==> config.mk <==
export PLATFORM = sky130hd
export DESIGN_NAME = rbm_top
export DESIGN_NICKNAME = d
export VERILOG_FILES = /design/src/hw/rbm_buf.v /design/src/hw/rbm_manch.v /design/src/hw/rbm_top.v
export VERILOG_INCLUDE_DIRS = /design/src /design/src/hw
export SDC_FILE = /design/constraint.sdc
export NUM_CORES = 1
export LEC_CHECK = 0
export BUFFER_PORTS_ARGS = -buffer_cell sky130_fd_sc_hd__buf_4
export CORE_ASPECT_RATIO = 1.25
export CORE_UTILIZATION = 45
export CTS_CLUSTER_DIAMETER = 150
export DETAILED_ROUTE_END_ITERATION = 16
export GPL_ROUTABILITY_DRIVEN = 0
export GPL_TIMING_DRIVEN = 0
export PLACE_DENSITY = 0.67
export SYNTH_ARGS = -nofsm -noshare
export SYNTH_HDL_FRONTEND = slang
export SYNTH_SLANG_ARGS = --single-unit
export TNS_END_PERCENT = 20
==> constraint.sdc <==
create_clock -name pclk -period 5.54 [get_ports pclk]
set_input_delay 0.554 -clock pclk [delete_from_list [all_inputs] [get_ports pclk]]
set_output_delay 0.554 -clock pclk [all_outputs]
set_load 0.005 [all_outputs]
==> src/hw/rbm_consts.vh <==
// Constants for the radio burst mode and status logic
`ifndef RBM_CONSTS_VH
`define RBM_CONSTS_VH
// Clock and link timing
`define RBM_CLK_MHZ        200
`define RBM_CHIP_KBPS      100
`define RBM_CHIP_CYC       ((`RBM_CLK_MHZ * 1000) / `RBM_CHIP_KBPS)
`define RBM_CHIP_LAST      (`RBM_CHIP_CYC - 1)
`define RBM_RX_SETTLE_US   650
`define RBM_RX_SETTLE_CYC  (`RBM_RX_SETTLE_US * `RBM_CLK_MHZ)
// Register byte offsets
`define RBM_OFF_CONFIG     8'h00
`define RBM_OFF_MODE       8'h04
`define RBM_OFF_RX_ADDR    8'h08
`define RBM_OFF_STATUS     8'h0c
`define RBM_OFF_TX_DATA    8'h10
`define RBM_OFF_RX_DATA    8'h14
`define RBM_OFF_FREQ       8'h18
`define RBM_OFF_PA_DBM     8'h1c
`define RBM_OFF_TX_ADDR    8'h20
`define RBM_OFF_BUF_CTRL   8'h24
// Configuration word fields
`define RBM_CFG_CH_MSB     8
`define RBM_CFG_CH_LSB     0
`define RBM_CFG_BAND_BIT   9
`define RBM_CFG_PWR_MSB    11
`define RBM_CFG_PWR_LSB    10
`define RBM_CFG_LOWPWR_BIT 12
`define RBM_CFG_REPEAT_BIT 13
`define RBM_CFG_RST        14'h006c
// Mode and buffer control fields
`define RBM_MODE_CE_BIT    0
`define RBM_MODE_TX_BIT    1
`define RBM_MODE_RST       2'h0
`define RBM_BUF_CLR_BIT    0
// Frequency base in 100 kHz units
`define RBM_FREQ_BASE      14'h1080
// Transmit levels in dBm, two's complement
`define RBM_DBM_PWR0       8'hf6
`define RBM_DBM_PWR1       8'hfe
`define RBM_DBM_PWR2       8'h06
`define RBM_DBM_PWR3       8'h0a
// Packet framing
`define RBM_PRE_PATTERN    10'h2aa
`define RBM_PRE_LAST       4'h9
`define RBM_ADDR_BYTES     6'h04
`define RBM_HDR_BYTES      6'h05
`define RBM_MAX_PAYLOAD    6'h20
`define RBM_ADDR_RST       32'h0000_0000
`endif

==> src/hw/rbm_buf.v <==
// Payload byte buffer with registered read port
`timescale 1ns/1ps
`default_nettype none
module rbm_buf (
	// Clock and reset
	input  wire       pclk,
	input  wire       presetn,
	// Write port
	input  wire       wr_en,
	input  wire [4:0] wr_addr,
	input  wire [7:0] wr_data,
	// Read port
	input  wire [4:0] rd_addr,
	output reg  [7:0] rd_data_ff
);
	reg [7:0] mem [0:31];

	always @(posedge pclk) begin
		if (wr_en) begin
			mem[wr_addr] <= wr_data;
		end
	end

	always @(posedge pclk or negedge presetn) begin
		if (!presetn) begin
			rd_data_ff <= 8'h00;
		end else begin
			rd_data_ff <= mem[rd_addr];
		end
	end
endmodule // rbm_buf
`default_nettype wire

==> src/hw/rbm_manch.v <==
// Chip-rate divider with Manchester encoder and decoder
`timescale 1ns/1ps
`default_nettype none
`include "rbm_consts.vh"
module rbm_manch (
	// Clock and reset
	input  wire pclk,
	input  wire presetn,
	// Transmit side
	input  wire tx_active,
	input  wire tx_bit,
	output reg  bit_tick_ff,
	output reg  tx_chip_ff,
	// Receive side
	input  wire rx_chip,
	output reg  rx_valid_ff,
	output reg  rx_bit_ff
);
	reg  [10:0] div_ff;
	reg         tx_phase_ff;
	reg         chip_d1_ff;
	reg         chip_d2_ff;
	reg         rx_phase_ff;
	reg         rx_first_ff;
	wire        chip_tick;

	assign chip_tick = ({21'h0, div_ff} == `RBM_CHIP_LAST);

	always @(posedge pclk or negedge presetn) begin
		if (!presetn) begin
			div_ff      <= 11'h000;
			tx_phase_ff <= 1'b0;
			bit_tick_ff <= 1'b0;
			chip_d1_ff  <= 1'b0;
			chip_d2_ff  <= 1'b0;
			tx_chip_ff  <= 1'b0;
			rx_phase_ff <= 1'b0;
			rx_first_ff <= 1'b0;
			rx_valid_ff <= 1'b0;
			rx_bit_ff   <= 1'b0;
		end else begin
			div_ff      <= chip_tick ? 11'h000 : div_ff + 11'h001;
			bit_tick_ff <= chip_tick & tx_phase_ff;
			chip_d1_ff  <= chip_tick;
			chip_d2_ff  <= chip_d1_ff;
			rx_valid_ff <= 1'b0;
			if (chip_tick) begin
				tx_phase_ff <= ~tx_phase_ff;
			end
			if (chip_d2_ff) begin
				tx_chip_ff <= tx_active & (tx_bit ^ tx_phase_ff);
			end
			if (chip_tick) begin
				if (!rx_phase_ff) begin
					rx_first_ff <= rx_chip;
					rx_phase_ff <= 1'b1;
				end else if (rx_chip != rx_first_ff) begin
					rx_valid_ff <= 1'b1;
					rx_bit_ff   <= rx_first_ff;
					rx_phase_ff <= 1'b0;
				end else begin
					// Equal chips: slip one chip to realign
					rx_first_ff <= rx_chip;
				end
			end
		end
	end
endmodule // rbm_manch
`default_nettype wire

==> src/hw/rbm_top.v <==
// Burst mode, status flags and APB registers of the packet radio
`timescale 1ns/1ps
`default_nettype none
`include "rbm_consts.vh"
module rbm_top #(
	parameter [17:0] SETTLE_CYC = `RBM_RX_SETTLE_CYC
) (
	// Clock and reset
	input  wire        pclk,
	input  wire        presetn,
	// APB slave
	input  wire        psel,
	input  wire        penable,
	input  wire        pwrite,
	input  wire [7:0]  paddr,
	input  wire [31:0] pwdata,
	output reg  [31:0] prdata_ff,
	output reg         pready_ff,
	output reg         pslverr_ff,
	// Radio front end
	input  wire        rf_rx_chip,
	input  wire        rf_carrier_in,
	output wire        rf_tx_chip,
	output reg  [1:0]  pa_level_ff,
	output reg         rx_low_power_ff,
	output reg  [13:0] freq_code_ff,
	// Status flags to the controller
	output reg         carrier_sensed_flag_ff,
	output reg         address_hit_flag_ff,
	output reg         packet_done_flag_ff
);
	localparam [2:0] ST_STBY   = 3'h0;
	localparam [2:0] ST_RXSET  = 3'h1;
	localparam [2:0] ST_RXHUNT = 3'h2;
	localparam [2:0] ST_RXPKT  = 3'h3;
	localparam [2:0] ST_TXRUN  = 3'h4;
	localparam [2:0] ST_TXDONE = 3'h5;

	reg  [2:0]  state_ff,    nxt_state;
	reg  [13:0] cfg_ff,      nxt_cfg;
	reg  [1:0]  mode_ff,     nxt_mode;
	reg  [31:0] rx_addr_ff,  nxt_rx_addr;
	reg  [31:0] tx_addr_ff,  nxt_tx_addr;
	reg  [5:0]  tx_len_ff,   nxt_tx_len;
	reg  [17:0] settle_ff,   nxt_settle;
	reg  [9:0]  tx_sh_ff,    nxt_tx_sh;
	reg  [3:0]  tx_bits_ff,  nxt_tx_bits;
	reg  [5:0]  tx_idx_ff,   nxt_tx_idx;
	reg         tx_pre_ff,   nxt_tx_pre;
	reg  [7:0]  tx_sum_ff,   nxt_tx_sum;
	reg  [31:0] rx_sh_ff,    nxt_rx_sh;
	reg  [2:0]  rx_bits_ff,  nxt_rx_bits;
	reg  [5:0]  rx_idx_ff,   nxt_rx_idx;
	reg  [5:0]  rx_plen_ff,  nxt_rx_plen;
	reg  [5:0]  rx_len_ff,   nxt_rx_len;
	reg  [5:0]  rd_ptr_ff,   nxt_rd_ptr;
	reg  [7:0]  rx_sum_ff,   nxt_rx_sum;
	reg         am_ff,       nxt_am;
	reg         done_ff,     nxt_done;
	reg  [31:0] nxt_prdata;
	reg         nxt_pready;
	reg         nxt_pslverr;
	reg  [31:0] rd_val;
	reg         addr_ok;
	reg         start_tx;
	reg  [7:0]  tx_byte;
	reg  [7:0]  rx_byte;
	reg         rx_wen;
	reg  [7:0]  dbm;
	wire        ce;
	wire        txs;
	wire        stby;
	wire        acc_first;
	wire        xfer_done;
	wire        wr_ok;
	wire        rd_ok;
	wire [5:0]  ld_idx;
	wire [5:0]  tx_rd_addr;
	wire [5:0]  tx_last;
	wire [7:0]  tx_mem_q;
	wire [7:0]  rx_mem_q;
	wire        tx_wen;
	wire        bit_tick;
	wire        rx_valid;
	wire        rx_bit;
	wire        repeat_on;

	assign ce         = mode_ff[`RBM_MODE_CE_BIT];
	assign txs        = mode_ff[`RBM_MODE_TX_BIT];
	assign stby       = (state_ff == ST_STBY);
	assign repeat_on  = cfg_ff[`RBM_CFG_REPEAT_BIT];
	assign acc_first  = psel & penable & ~pready_ff;
	assign xfer_done  = psel & penable & pready_ff;
	assign wr_ok      = xfer_done & pwrite & addr_ok;
	assign rd_ok      = xfer_done & ~pwrite & addr_ok;
	assign ld_idx     = tx_pre_ff ? 6'h00 : tx_idx_ff + 6'h01;
	assign tx_rd_addr = ld_idx - `RBM_HDR_BYTES;
	assign tx_last    = `RBM_HDR_BYTES + tx_len_ff;
	assign tx_wen     = wr_ok & stby & (paddr == `RBM_OFF_TX_DATA) & (tx_len_ff < `RBM_MAX_PAYLOAD);

	rbm_buf u_tx_buf (
		.pclk       (pclk),
		.presetn    (presetn),
		.wr_en      (tx_wen),
		.wr_addr    (tx_len_ff[4:0]),
		.wr_data    (pwdata[7:0]),
		.rd_addr    (tx_rd_addr[4:0]),
		.rd_data_ff (tx_mem_q)
	);

	rbm_buf u_rx_buf (
		.pclk       (pclk),
		.presetn    (presetn),
		.wr_en      (rx_wen),
		.wr_addr    (rx_idx_ff[4:0] - 5'h01),
		.wr_data    (rx_byte),
		.rd_addr    (rd_ptr_ff[4:0]),
		.rd_data_ff (rx_mem_q)
	);

	rbm_manch u_manch (
		.pclk        (pclk),
		.presetn     (presetn),
		.tx_active   (state_ff == ST_TXRUN),
		.tx_bit      (tx_sh_ff[9]),
		.bit_tick_ff (bit_tick),
		.tx_chip_ff  (rf_tx_chip),
		.rx_chip     (rf_rx_chip),
		.rx_valid_ff (rx_valid),
		.rx_bit_ff   (rx_bit)
	);

	always @* begin
		case (cfg_ff[`RBM_CFG_PWR_MSB:`RBM_CFG_PWR_LSB])
			2'h0: dbm = `RBM_DBM_PWR0;
			2'h1: dbm = `RBM_DBM_PWR1;
			2'h2: dbm = `RBM_DBM_PWR2;
			default: dbm = `RBM_DBM_PWR3;
		endcase
	end

	// Register read mux and address decode
	always @* begin
		rd_val  = 32'h0000_0000;
		addr_ok = 1'b1;
		if (paddr == `RBM_OFF_CONFIG) begin
			rd_val = {18'h0, cfg_ff};
		end else if (paddr == `RBM_OFF_MODE) begin
			rd_val = {30'h0, mode_ff};
		end else if (paddr == `RBM_OFF_RX_ADDR) begin
			rd_val = rx_addr_ff;
		end else if (paddr == `RBM_OFF_STATUS) begin
			rd_val = {19'h0, rx_len_ff, state_ff, 1'b0, done_ff, am_ff, carrier_sensed_flag_ff};
		end else if (paddr == `RBM_OFF_TX_DATA) begin
			rd_val = {26'h0, tx_len_ff};
		end else if (paddr == `RBM_OFF_RX_DATA) begin
			rd_val = {24'h0, rx_mem_q};
		end else if (paddr == `RBM_OFF_FREQ) begin
			rd_val = {18'h0, freq_code_ff};
		end else if (paddr == `RBM_OFF_PA_DBM) begin
			rd_val = {24'h0, dbm};
		end else if (paddr == `RBM_OFF_TX_ADDR) begin
			rd_val = tx_addr_ff;
		end else if (paddr == `RBM_OFF_BUF_CTRL) begin
			rd_val = 32'h0000_0000;
		end else begin
			addr_ok = 1'b0;
		end
	end

	// Next byte to serialise
	always @* begin
		if (ld_idx < `RBM_ADDR_BYTES) begin
			case (ld_idx[1:0])
				2'h0: tx_byte = tx_addr_ff[31:24];
				2'h1: tx_byte = tx_addr_ff[23:16];
				2'h2: tx_byte = tx_addr_ff[15:8];
				default: tx_byte = tx_addr_ff[7:0];
			endcase
		end else if (ld_idx == `RBM_ADDR_BYTES) begin
			tx_byte = {2'h0, tx_len_ff};
		end else if (ld_idx < tx_last) begin
			tx_byte = tx_mem_q;
		end else begin
			tx_byte = tx_sum_ff;
		end
	end

	always @* begin
		nxt_state   = state_ff;
		nxt_cfg     = cfg_ff;
		nxt_mode    = mode_ff;
		nxt_rx_addr = rx_addr_ff;
		nxt_tx_addr = tx_addr_ff;
		nxt_tx_len  = tx_len_ff;
		nxt_settle  = settle_ff;
		nxt_tx_sh   = tx_sh_ff;
		nxt_tx_bits = tx_bits_ff;
		nxt_tx_idx  = tx_idx_ff;
		nxt_tx_pre  = tx_pre_ff;
		nxt_tx_sum  = tx_sum_ff;
		nxt_rx_sh   = rx_sh_ff;
		nxt_rx_bits = rx_bits_ff;
		nxt_rx_idx  = rx_idx_ff;
		nxt_rx_plen = rx_plen_ff;
		nxt_rx_len  = rx_len_ff;
		nxt_rd_ptr  = rd_ptr_ff;
		nxt_rx_sum  = rx_sum_ff;
		nxt_am      = am_ff;
		nxt_done    = done_ff;
		nxt_prdata  = prdata_ff;
		nxt_pready  = pready_ff;
		nxt_pslverr = pslverr_ff;
		start_tx    = 1'b0;
		rx_wen      = 1'b0;
		rx_byte     = {rx_sh_ff[6:0], rx_bit};
		// One wait state on every access
		if (acc_first) begin
			nxt_pready  = 1'b1;
			nxt_prdata  = rd_val;
			nxt_pslverr = ~addr_ok;
		end else if (xfer_done) begin
			nxt_pready  = 1'b0;
			nxt_pslverr = 1'b0;
		end
		if (wr_ok && paddr == `RBM_OFF_MODE) begin
			nxt_mode = pwdata[1:0];
		end
		if (wr_ok && stby) begin
			if (paddr == `RBM_OFF_CONFIG) begin
				nxt_cfg = pwdata[13:0];
			end else if (paddr == `RBM_OFF_RX_ADDR) begin
				nxt_rx_addr = pwdata;
			end else if (paddr == `RBM_OFF_TX_ADDR) begin
				nxt_tx_addr = pwdata;
			end else if (paddr == `RBM_OFF_TX_DATA && tx_wen) begin
				nxt_tx_len = tx_len_ff + 6'h01;
			end else if (paddr == `RBM_OFF_BUF_CTRL && pwdata[`RBM_BUF_CLR_BIT]) begin
				nxt_tx_len = 6'h00;
			end
		end
		if (rd_ok && paddr == `RBM_OFF_RX_DATA && rd_ptr_ff < rx_len_ff) begin
			nxt_rd_ptr = rd_ptr_ff + 6'h01;
			if (rd_ptr_ff + 6'h01 == rx_len_ff) begin
				nxt_done = 1'b0;
				nxt_am   = 1'b0;
			end
		end
		case (state_ff)
			ST_STBY: begin
				if (ce && txs) begin
					start_tx = 1'b1;
				end else if (ce) begin
					nxt_state  = ST_RXSET;
					nxt_settle = 18'h00000;
				end
			end
			ST_RXSET: begin
				if (!ce) begin
					nxt_state = ST_STBY;
				end else if (txs) begin
					start_tx = 1'b1;
				end else if (settle_ff == SETTLE_CYC - 18'h00001) begin
					nxt_state = ST_RXHUNT;
				end else begin
					nxt_settle = settle_ff + 18'h00001;
				end
			end
			ST_RXHUNT, ST_RXPKT: begin
				if (!ce) begin
					nxt_state = ST_STBY;
					nxt_am    = 1'b0;
				end else if (txs) begin
					start_tx  = 1'b1;
					nxt_am    = 1'b0;
				end else if (rx_valid && state_ff == ST_RXHUNT) begin
					nxt_rx_sh = {rx_sh_ff[30:0], rx_bit};
					if ({rx_sh_ff[30:0], rx_bit} == rx_addr_ff) begin
						nxt_state   = ST_RXPKT;
						nxt_am      = 1'b1;
						nxt_rx_bits = 3'h7;
						nxt_rx_idx  = 6'h00;
						nxt_rx_sum  = 8'h00;
					end
				end else if (rx_valid) begin
					nxt_rx_sh   = {rx_sh_ff[30:0], rx_bit};
					nxt_rx_bits = rx_bits_ff - 3'h1;
					if (rx_bits_ff == 3'h0) begin
						nxt_rx_idx = rx_idx_ff + 6'h01;
						nxt_rx_sum = rx_sum_ff + rx_byte;
						if (rx_idx_ff == 6'h00) begin
							nxt_rx_plen = rx_byte[5:0];
							if (rx_byte == 8'h00 || rx_byte > {2'h0, `RBM_MAX_PAYLOAD}) begin
								nxt_state = ST_RXHUNT;
								nxt_am    = 1'b0;
								nxt_rx_sh = 32'h0000_0000;
							end
						end else if (rx_idx_ff <= rx_plen_ff) begin
							rx_wen = 1'b1;
						end else begin
							nxt_state = ST_RXHUNT;
							nxt_rx_sh = 32'h0000_0000;
							if (rx_byte == rx_sum_ff) begin
								nxt_rx_len = rx_plen_ff;
								nxt_rd_ptr = 6'h00;
								nxt_done   = 1'b1;
							end else begin
								nxt_am = 1'b0;
							end
						end
					end
				end
			end
			ST_TXRUN: begin
				// mode lines only read at packet end
				if (bit_tick) begin
					if (tx_bits_ff != 4'h0) begin
						nxt_tx_sh   = {tx_sh_ff[8:0], 1'b0};
						nxt_tx_bits = tx_bits_ff - 4'h1;
					end else if (tx_pre_ff || tx_idx_ff != tx_last) begin
						if (tx_pre_ff && repeat_on) begin
							nxt_done = 1'b0;
						end
						nxt_tx_pre  = 1'b0;
						nxt_tx_idx  = ld_idx;
						nxt_tx_sh   = {tx_byte, 2'h0};
						nxt_tx_bits = 4'h7;
						if (ld_idx >= `RBM_ADDR_BYTES && ld_idx < tx_last) begin
							nxt_tx_sum = tx_sum_ff + tx_byte;
						end
					end else if (repeat_on && ce && txs) begin
						start_tx = 1'b1;
					end else if (!ce) begin
						nxt_state = ST_STBY;
						nxt_done  = 1'b0;
					end else if (!txs) begin
						nxt_state  = ST_RXSET;
						nxt_settle = 18'h00000;
						nxt_done   = 1'b0;
					end else begin
						nxt_state = ST_TXDONE;
						nxt_done  = ~repeat_on;
					end
				end
			end
			ST_TXDONE: begin
				if (!ce) begin
					nxt_state = ST_STBY;
					nxt_done  = 1'b0;
				end else if (!txs) begin
					nxt_state  = ST_RXSET;
					nxt_settle = 18'h00000;
					nxt_done   = 1'b0;
				end
			end
			default: begin
				nxt_state = ST_STBY;
			end
		endcase
		// new packet clears done, repeat sets it
		if (start_tx) begin
			nxt_state   = ST_TXRUN;
			nxt_tx_sh   = `RBM_PRE_PATTERN;
			nxt_tx_bits = `RBM_PRE_LAST;
			nxt_tx_pre  = 1'b1;
			nxt_tx_idx  = 6'h00;
			nxt_tx_sum  = 8'h00;
			nxt_done    = repeat_on;
		end
	end

	always @(posedge pclk or negedge presetn) begin
		if (!presetn) begin
			state_ff   <= ST_STBY;
			cfg_ff     <= `RBM_CFG_RST;
			mode_ff    <= `RBM_MODE_RST;
			rx_addr_ff <= `RBM_ADDR_RST;
			tx_addr_ff <= `RBM_ADDR_RST;
			tx_len_ff  <= 6'h00;
			settle_ff  <= 18'h00000;
			tx_sh_ff   <= 10'h000;
			tx_bits_ff <= 4'h0;
			tx_idx_ff  <= 6'h00;
			tx_pre_ff  <= 1'b0;
			tx_sum_ff  <= 8'h00;
			rx_sh_ff   <= 32'h0000_0000;
			rx_bits_ff <= 3'h0;
			rx_idx_ff  <= 6'h00;
			rx_plen_ff <= 6'h00;
			rx_len_ff  <= 6'h00;
			rd_ptr_ff  <= 6'h00;
			rx_sum_ff  <= 8'h00;
			am_ff      <= 1'b0;
			done_ff    <= 1'b0;
			prdata_ff  <= 32'h0000_0000;
			pready_ff  <= 1'b0;
			pslverr_ff <= 1'b0;
			pa_level_ff            <= 2'h0;
			rx_low_power_ff        <= 1'b0;
			freq_code_ff           <= 14'h0000;
			carrier_sensed_flag_ff <= 1'b0;
			address_hit_flag_ff    <= 1'b0;
			packet_done_flag_ff    <= 1'b0;
		end else begin
			state_ff   <= nxt_state;
			cfg_ff     <= nxt_cfg;
			mode_ff    <= nxt_mode;
			rx_addr_ff <= nxt_rx_addr;
			tx_addr_ff <= nxt_tx_addr;
			tx_len_ff  <= nxt_tx_len;
			settle_ff  <= nxt_settle;
			tx_sh_ff   <= nxt_tx_sh;
			tx_bits_ff <= nxt_tx_bits;
			tx_idx_ff  <= nxt_tx_idx;
			tx_pre_ff  <= nxt_tx_pre;
			tx_sum_ff  <= nxt_tx_sum;
			rx_sh_ff   <= nxt_rx_sh;
			rx_bits_ff <= nxt_rx_bits;
			rx_idx_ff  <= nxt_rx_idx;
			rx_plen_ff <= nxt_rx_plen;
			rx_len_ff  <= nxt_rx_len;
			rd_ptr_ff  <= nxt_rd_ptr;
			rx_sum_ff  <= nxt_rx_sum;
			am_ff      <= nxt_am;
			done_ff    <= nxt_done;
			prdata_ff  <= nxt_prdata;
			pready_ff  <= nxt_pready;
			pslverr_ff <= nxt_pslverr;
			pa_level_ff <= cfg_ff[`RBM_CFG_PWR_MSB:`RBM_CFG_PWR_LSB];
			rx_low_power_ff <= cfg_ff[`RBM_CFG_LOWPWR_BIT] & (state_ff == ST_RXSET || state_ff == ST_RXHUNT ||
				state_ff == ST_RXPKT);
			freq_code_ff <= (`RBM_FREQ_BASE + {5'h00, cfg_ff[`RBM_CFG_CH_MSB:`RBM_CFG_CH_LSB]}) <<
				cfg_ff[`RBM_CFG_BAND_BIT];
			carrier_sensed_flag_ff <= rf_carrier_in & (state_ff == ST_RXHUNT || state_ff == ST_RXPKT);
			address_hit_flag_ff    <= nxt_am;
			packet_done_flag_ff    <= nxt_done;
		end
	end
endmodule // rbm_top
`default_nettype wire

Word-level counts from Yosys, hierarchy flattened
Memories as Yosys holds them, arrays and structs flattened. A register that Yosys moved wholly into a read port is not among the register bits.
Cells that the tools add are included.
Storage, ports and cells
  input bits: 47
  bits in writable memories: 512
  register bits: 276
  word-level logic and storage cells: 378
  output and inout port bits: 55
  memories: 2
Operators by class
  bitwise operators: 27
  mux-type cells: 181
  add/sub/neg operators: 14
  reduce and logical (&&, ||, !) cells: 55
  order comparisons: 7
  equal/unequal tests: 53
  shift-type cells: 1
Memories
  u_rx_buf.mem: words 32, bits a word 8, read ports 1, clocked after Yosys merged registers in 1, write ports 1, RTL line rbm_buf.v:16  | reg [7:0] mem [0:31];
  u_tx_buf.mem: words 32, bits a word 8, read ports 1, clocked after Yosys merged registers in 1, write ports 1, RTL line rbm_buf.v:16
Operator list (number)
  $mux W32: 9
  $mux W18: 11
  $mux W31: 6
  $mux W6: 22
  $mux W8: 13
  $mux W3: 26
  $mux W1: 77
  $pmux W18 S4: 1
  $mux W10: 5
  $pmux W8 S3: 2
  $eq A32 B32 Y1: 1
  $eq A8 B5 Y1 const B: 4
  $add A6 B1 Y6 const B: 4
  $ne A2 B2 Y1 const B: 11
  $mux W4: 5
  $add A18 B1 Y18 const B: 1
  $eq A18 B17 Y1 const B: 1
  $ne A3 B3 Y1 const B: 6
  $add A8 B8 Y8: 2
  $eq A8 B4 Y1 const B: 2
  $eq A8 B6 Y1 const B: 2
  $logic_not A8 Y1: 2
  $ne A4 B4 Y1 const B: 4
  $reduce_bool A2 Y1: 8
  55 further kinds: 113

Logic depth before layout (Yosys ltp)
Gate-level depths: netlist (run 1).
  depth after elaboration: 25
  depth in mapped cells: 20
  mapped depth without buffers: 20

By module
A second synthesis (run 1) with hierarchy kept.
Unflattened totals
  cell total of the unflattened synthesis: 2348
  area, all modules: 34952.3 µm²
By module, submodules not included
  rbm_buf: sequential area each 7887.6 µm², times used 2, cells each 417, area each 10093.4 µm²
  rbm_top: sequential area each 6361.1 µm², times used 1, cells each 1431, area each 13802.0 µm²
  rbm_manch: sequential area each 500.5 µm², times used 1, cells each 83, area each 963.4 µm²

Worst setup path after synthesis (run 1)
No wires, ideal clock.
  path type: reg-to-reg
  start: register tx_len_ff[0]
  end: register tx_sum_ff[7]
  cell stages (with the launch flop): 20
  arrival time: 4124 ps
  library setup time: 69 ps
  path buffers: 1
  required time: 5471 ps
  path slack: 1347 ps
  cell sequence: dfrtp_1 clkbuf_1 inv_1 ha_1 inv_1 ha_1 o21ai_0 a21oi_1 o21ai_2 mux2_2 o211ai_1 o21ai_0 ha_1 nand3_1 o2111ai_1 o211ai_1 and2_1 a31o_2 or4_1 nand3_1
On the way
  cells in the longest elaborated chain, start to end: 12
Ends and longest elaborated chain
  from (decl): RTL line rbm_top.v:44  | reg [5:0] tx_len_ff, nxt_tx_len;
  from (signal assigned): RTL line rbm_top.v:410  | tx_len_ff <= nxt_tx_len;
  $add A3 B6 Y6 (no line)
  $lt A6 B6 Y1: RTL line rbm_top.v:182, rbm_top.v:328
  $mux W8: RTL line rbm_top.v:182  | end else if (ld_idx < tx_last) begin
  $mux W8: RTL line rbm_top.v:180  | end else if (ld_idx == `RBM_ADDR_BYTES) begin
  $mux W8: RTL line rbm_top.v:173  | if (ld_idx < `RBM_ADDR_BYTES) begin
  $add A8 B8 Y8: RTL line rbm_top.v:329  | nxt_tx_sum = tx_sum_ff + tx_byte;
  $mux W8: RTL line rbm_top.v:328  | if (ld_idx >= `RBM_ADDR_BYTES && ld_idx < tx_last) begin
  $mux W8: RTL line rbm_top.v:320  | end else if (tx_pre_ff || tx_idx_ff != tx_last) begin
  $mux W8: RTL line rbm_top.v:317  | if (tx_bits_ff != 4'h0) begin
  $mux W8: RTL line rbm_top.v:316  | if (bit_tick) begin
  $mux W8: RTL line rbm_top.v:249  | case (state_ff)
  $mux W8: RTL line rbm_top.v:361  | if (start_tx) begin
  to (signal assigned): RTL line rbm_top.v:416  | tx_sum_ff <= nxt_tx_sum;
  to (decl): RTL line rbm_top.v:50  | reg [7:0] tx_sum_ff, nxt_tx_sum;
Several ways; a longest one is shown, not always the timed one. The select of a mux whose other input is x is not followed.
A chain may end at the register's enable or synchronous reset.

Final worst setup path (run 1)
  start: register tx_idx_ff[0]
  end: register tx_sum_ff[7]
On the way
  cells in the longest elaborated chain, start to end: 13
Ends and longest elaborated chain
  from (decl): RTL line rbm_top.v:48  | reg [5:0] tx_idx_ff, nxt_tx_idx;
  from (signal assigned): RTL line rbm_top.v:414  | tx_idx_ff <= nxt_tx_idx;
  $add A6 B1 Y6: RTL line rbm_top.v:96  | assign ld_idx = tx_pre_ff ? 6'h00 : tx_idx_ff + 6'h01;
  $mux W6: RTL line rbm_top.v:96
  $lt A6 B6 Y1: RTL line rbm_top.v:182, rbm_top.v:328
  $mux W8: RTL line rbm_top.v:182
  $mux W8: RTL line rbm_top.v:180
  $mux W8: RTL line rbm_top.v:173
  $add A8 B8 Y8: RTL line rbm_top.v:329
  $mux W8: RTL line rbm_top.v:328
  $mux W8: RTL line rbm_top.v:320
  $mux W8: RTL line rbm_top.v:317
  $mux W8: RTL line rbm_top.v:316
  $mux W8: RTL line rbm_top.v:249
  $mux W8: RTL line rbm_top.v:361
Several ways; a longest one is shown, not always the timed one. The select of a mux whose other input is x is not followed.

==> metrics, run 1 <==
status completed; crit end category flip-flop; Antenna Violating Nets Remaining 0; Overall Power 12.28 mW; slowest cell on the critical path dfrtp_1; chip width roughly 250 um; Final Hold Fails 0; met3 Usage GRT 0.05118; CP Class flip-flop to flip-flop; # IOs 102; Starting Density 0.4551; post-route cell area between 30000 and 40000 um^2; peak supply drop ~0.3 mV; CTS Root Cell clkbuf_16; critical path, cell by cell or2_2, inv_1, buf_2, buf_2, ha_1, clkbuf_1, a222oi_1, mux2i_1, nor2_1, a221oi_1, ha_1, nand3_1, o2111ai_1, o211ai_1, and2_1, a31o_2, or4_1, nand3_1; flops & latches, synth around 800; total setup buffers inserted after CTS 0; crit start category flip-flop; cts bufs inserted 80; drt pass-1 iters 9; Die H 314.6 um; DRC viols 0; CTS tree done; clock skew 0.03241 ns; Detailed Route Iter0 Violations between 2000 and 3000; HPWL Detailed 64.31 mm; setup slack at placement 0.3551 ns; CTS Sinks about 800; Mapped Nets between 2000 and 3000; Async SR Flop Fraction 0.3616; final worst slack between 0.3 and 0.4 ns; slew margin rel. 0.2237; grt met2 use 0.3842; Nets 2734; Buf/Inv on CP 4; pin count of the biggest net entering global routing 128; site row count 114; # fillers ~6400; Final Max Slew Viols 0; clk_lat worst skew 0.63 ns; CP peak stage delay 0.46 ns; vias in the first global route roughly 22000; ANT cells 0; Worst-Margin Slew 1.156 ns; busiest layer in global routing met2; area of the core roughly 77000 um^2; setup TNS 0 ns; Final min period about 5.2 ns; Syn Std Cell Area about 35000 um^2; CTS HTree Levels 3; PortBufs a little under 100; CTS resizes 0; Hold Crit Class input pin to flip-flop; fmax about 190 MHz; vias per cell 5.937; GR Util All Layers 0.2346; Static Leak 14.55 nW; critical path arrival 5.79 ns; max cap viols 0; area grow syn2layout 13.33%; period utilization 0.9433; Routed WL per cell 24.77 um; Synth Instances 2441; mean post-synth cell area 14.41 um^2; Top FF cell, synth edfxtp_1; Unique masters post-synth between 80 and 90; first-pass GRT wire length between 100 and 150 mm; CTS clk-pin slew, worst paths 0.06 ns; yosys synthesis warning count 0; Die ar. roughly 79000 um^2; number of flops mapped to enable cells by yosys around 510; crit-path max FO 11; antenna violations before repair 2; Post-Place Cell Area 37350 um^2; P per Cell Area about 300 nW/um^2; total wire length 92.51 mm; layout cells sized above 1 0.1762; unrepaired setup endpoints after global routing no; via count 22170; grt met1 use 0.3068; family with the most delay on the worst path buffers and inverters; sequential-to-total area share from yosys stat 0.6434; grt ovf 0; Max Buffers Root-to-Sink 3; final setup violating endpoints 0; CP Data Required Time 6.10 ns
-- worst paths after layout --
check / startpoint / end / slack (ns) / cells after the start
max: tx_idx_ff[0] / tx_sum_ff[7] / 0.31 / 18
min: pwdata[22] / tx_addr_ff[22] / 0.16 / 2
max reg2reg: tx_idx_ff[0] / tx_sum_ff[7] / 0.31 / 18
min reg2reg: u_manch.chip_d1_ff / u_manch.chip_d2_ff / 0.35 / 0
max in group asynchronous: presetn / u_manch.rx_bit_ff / 3.89 / 3
min in group asynchronous: presetn / rx_sh_ff[17] / 0.53 / 2
-- metal layers --
metal,share of wire,vias to the layer above
met2,0.48,947
met3,0.084,201
met4,0.035,2
li1,-,9734
met1,0.40,11280
met5,0.00014,-
-- timing repair --
item                       in CTS  in global routing
setup endpoints to repair       0                  0
hold endpoints to repair       38                  0
hold buffers                    1                  0
-- cell usage in the layout, fill, tap and decap left out, drive strengths merged, types with 13 or more instances in the layout --
master	netlist	layout
ha	57	57
a221oi	26	26
nor4	15	15
clkbuf	82	186
mux2i	88	88
nand4	15	15
mux2	99	99
o221ai	19	19
and3	16	16
o22ai	25	25
inv	57	61
o31ai	19	19
clkinv	0	29
nor2b	15	15
mux4	112	112
a21o	16	16
xnor2	22	22
a211oi	13	13
nor2	228	228
a31oi	16	16
dfrtp	286	286
xor2	62	62
a21oi	64	64
o21ai	120	120
buf	48	152
or3	13	13
edfxtp	512	512
nor3	25	25
nand3	59	59
nand2	137	137
a22o	37	37
-- final cells by class --
| type | instances | area, um^2 | share of cell area |
|---|---|---|---|
| Buffer | 130 | 586.8 | 0.01472 |
| Clock inverter | 40 | 301.5 | 0.007563 |
| Tap cell | 1044 | 1306 | 0.03276 |
| Inverter | 57 | 214.0 | 0.005366 |
| Sequential cell | 802 | 22650 | 0.5680 |
| Multi-Input combinational cell | 1452 | 11760 | 0.2950 |
| Timing Repair Buffer | 105 | 850.8 | 0.02134 |
| Clock buffer | 104 | 2203 | 0.05526 |
-- state kept, by name (all words and copies together), names as in the netlist, 3 cells and up --
| register | flops |
|---|---|
| u_rx_buf.mem | 256 |
| u_manch.div_ff | 11 |
| rx_len_ff | 6 |
| rx_idx_ff | 6 |
| tx_bits_ff | 4 |
| rx_sum_ff | 8 |
| rd_ptr_ff | 6 |
| u_tx_buf.mem | 256 |
| u_tx_buf.rd_data_ff | 8 |
| state_ff | 3 |
| tx_len_ff | 6 |
| tx_idx_ff | 6 |
| u_rx_buf.rd_data_ff | 8 |
| tx_sh_ff | 9 |
| settle_ff | 18 |
| freq_code_ff | 13 |
| tx_addr_ff | 32 |
| rx_bits_ff | 3 |
| rx_addr_ff | 32 |
| prdata_ff | 32 |
| cfg_ff | 14 |
| rx_sh_ff | 31 |
| rx_plen_ff | 6 |
| tx_sum_ff | 8 |
-- through the flow --
step | cells | hold WS (ns) | utilization
global route | 3734 | 0.1354 | 0.5157
floorplan | 2441 | 0.2584 | -
global placement | 3584 | 0.3344 | 0.4816
finish | 3734 | 0.1571 | 0.5157
detailed placement | 3589 | 0.3347 | 0.4832
CTS | 3734 | 0.1213 | 0.5157
-- Yosys cell counts, types with 24 or more instances --
master | count | area [um^2]
mux2i_1 | 88 | 880.8
o22ai_1 | 25 | 156.4
nand2_1 | 137 | 514.2
mux2_1 | 27 | 304.0
o21ai_0 | 113 | 565.5
xor2_1 | 62 | 543.0
nor2_1 | 226 | 848.3
mux2_2 | 64 | 720.7
ha_1 | 57 | 713.2
nor3_1 | 24 | 120.1
clkbuf_1 | 82 | 307.8
inv_1 | 57 | 214.0
a221oi_1 | 26 | 227.7
a21oi_1 | 64 | 320.3
nand3_1 | 59 | 295.3
dfrtp_1 | 286 | 7157
buf_2 | 25 | 125.1
mux4_2 | 105 | 2365
edfxtp_1 | 512 | 15370
a22o_1 | 37 | 324.1
-- cells by family after synthesis --
logic type / after synthesis / share of synthesized area
AO/OA/AOI/OAI: 431 / 0.08304
multiplexers: 299 / 0.1300
XOR/XNOR: 85 / 0.02155
AND/OR/NAND/NOR: 577 / 0.07767
flip-flops: 802 / 0.6434
other: 1 / 0.0001066
adder cells (fa/ha/maj): 59 / 0.02141
buffers and inverters: 187 / 0.02276
-- power by group --
group,total (mW),internal (mW),switching (mW)
sequential,6.47,6.41,0.0583
clock,5.23,2.95,2.28
combinational,0.576,0.220,0.356
Note: power is estimated with default switching activity, not from simulation.
==> run 2: changes to the inputs <==
CORE_UTILIZATION = 50   (was 45)
CTS_BUF_LIST = sky130_fd_sc_hd__clkbuf_2 sky130_fd_sc_hd__clkbuf_4 sky130_fd_sc_hd__clkbuf_8   (was default)
==> metrics, run 2 (same netlist as run 1, synthesis figures left out) <==
CTS Sinks 802; vias per cell 6.083; pin count of the biggest net entering global routing 120; Clk network pwr share 0.413; fmax 190.2 MHz; CP Class flip-flop to flip-flop; switching power total about 2.8 mW; slew margin rel. 0.1289; CTS Root Cell clkbuf_8; CP Data Required Time 6.23 ns; via count 22560; Detailed Route Iter0 Violations 2073; clk_lat worst skew slightly below 0.8 ns; PortBufs 99; area grow syn2layout 13.04%; commonest non-fill, non-tap cell in the layout edfxtp_1; peak supply drop 0.2322 mV; Hold Crit Start pwdata[20]; layout cells sized above 1 0.1988; drt pass-1 iters 10; CP peak stage delay 0.52 ns; critical path's most frequent cell ha_1; CTS HTree Levels 3; reg2reg path depth 19; critical path arrival 5.94 ns; antenna violations before repair 4; CTS tree done; Static Leak 14.66 nW; P per Cell Area 302.9 nW/um^2; Die H ~300 um; slowest cell on the critical path o21ai_2; first-pass GRT wire length about 140 mm; final setup violating endpoints 0; Crit. Startpoint tx_len_ff[0]; worst flop-to-flop path startpoint tx_len_ff[0]; grt ovf 0; chip width 239.3 um; Final Hold Fails 0; clock skew 0.05748 ns; Logic pwr share 0.048; Hold EP tx_addr_ff[20]; hold slack 0.05087 ns; FF-to-FF End tx_sum_ff[7]; Starting Density 0.5065; period utilization 0.9488; unrepaired setup endpoints after global routing no; vias in the first global route 23100; Top Registers u_rx_buf.mem (256), u_tx_buf.mem (256); cts bufs inserted 118; max cap viols 0; DRC viols 0; Routed WL per cell around 25 um; Internal Pwr Total 9.296 mW; leading cell types in the layout, fill and taps excluded edfxtp_1 (512), dfrtp_1 (279), nor2_1 (226), nand2_1 (137), clkbuf_8 (134); area of the core 69460 um^2; HPWL Detailed 66.10 mm; CTS clk-pin slew, worst paths 0.07 ns; family with the most delay on the worst path compound AO/OA/AOI/OAI gates; Final min period 5.257 ns; Antenna Violating Nets Remaining 0; crit-path max FO 10; Hold Crit Class input pin to flip-flop; Final Max Slew Viols 0; # IOs 102; R2R Setup Slk 0.28 ns; Worst-Margin Slew 1.297 ns; Nets ~2800; total wire length 94.29 mm; critical path, cell by cell clkbuf_1, inv_1, ha_1, inv_1, ha_1, o21ai_0, a21oi_1, o21ai_2, mux2_2, o211ai_1, o21ai_0, ha_1, nand3_1, o2111ai_1, o211ai_1, and2_1, a31o_2, or4_1, nand3_1; GR Util All Layers 0.2680; Switching Fraction 0.2284; Die ar. between 70000 and 80000 um^2; Max Buffers Root-to-Sink 3; worst hold stages 2; Buf/Inv on CP 3; site row count 108; crit start category flip-flop; Sequential Power Share 0.538; setup TNS 0 ns; status completed; crit end category flip-flop
## run 2: cell count changes in the layout (fill, tap and decap cells not counted), sizes merged
cell         delta
diode           +2
clkinv         +11
clkbuf         +66
bufinv          +1
clkinvlp        -4
buf             -1
inv             +2
dlygate4sd3     +6
## run 2: worst max-delay path by stage
stage	endpoint	slack [ns]	cells after the start
2_1_floorplan	tx_sum_ff[7]	1.35	19
3_3_place_gp	u_rx_buf.mem[19][4]	0.27	10
3_5_place_dp	tx_sum_ff[7]	0.38	18
4_1_cts	tx_sum_ff[7]	0.32	18
5_1_grt	tx_sum_ff[7]	0.07	18
6_report	tx_sum_ff[7]	0.28	19
## run 2: power groups by stage
stage	Combinational [mW]	Clock, mW	Sequential, mW
after global placement	0.552	0	6.61
after floorplan	0.245	0	6.58
after global routing	0.627	5.32	6.49
after CTS	0.578	5.07	6.49
final	0.582	4.98	6.48
after detailed placement	0.572	0	6.61
## run 2: layer usage
layer	GRT usage	part of all wire	wire, um	vias up
met1	0.3256	0.37	34830	11470
met5	0	0.00028	26	-
met4	0.1302	0.048	4539	4
met2	0.4608	0.51	47970	1016
li1	-	-	-	9842
met3	0.04785	0.073	6926	225
## run 2: through the flow
| stage | utilization | setup slack, ns | cells | area, um^2 | power [mW] |
|---|---|---|---|---|---|
| final | 0.5726 | 0.2834 | 3708 | 39770 | 12.05 |
| after global routing | 0.5726 | 0.07271 | 3708 | 39770 | 12.44 |
| after CTS | 0.5724 | 0.3236 | 3706 | 39760 | 12.13 |
| after detailed placement | 0.5355 | 0.3822 | 3480 | 37200 | 7.179 |
| after global placement | 0.5341 | 0.2731 | 3475 | 37090 | 7.157 |
| after floorplan | - | 1.347 | 2441 | 35180 | 6.825 |
## run 2: cell type report
class	count	area, um^2
timing repair buffer	111	895.9
multi-input combinational	1452	11760
buffer	130	589.3
tap	935	1170
antenna	2	5.005
clock inverter	50	385.4
clock buffer	169	2107
sequential	802	22650
fill	5593	29690
inverter	57	214.0
## run 2: what timing repair did
| action | 4_1_cts | 5_1_grt |
|---|---|---|
| buffers inserted | 0 | 0 |
| setup endpoints to repair | 0 | 1 |
| endpoints found under the hold margin | 71 | 0 |
| hold buffers | 7 | 0 |
| resized for setup | 0 | 1 |
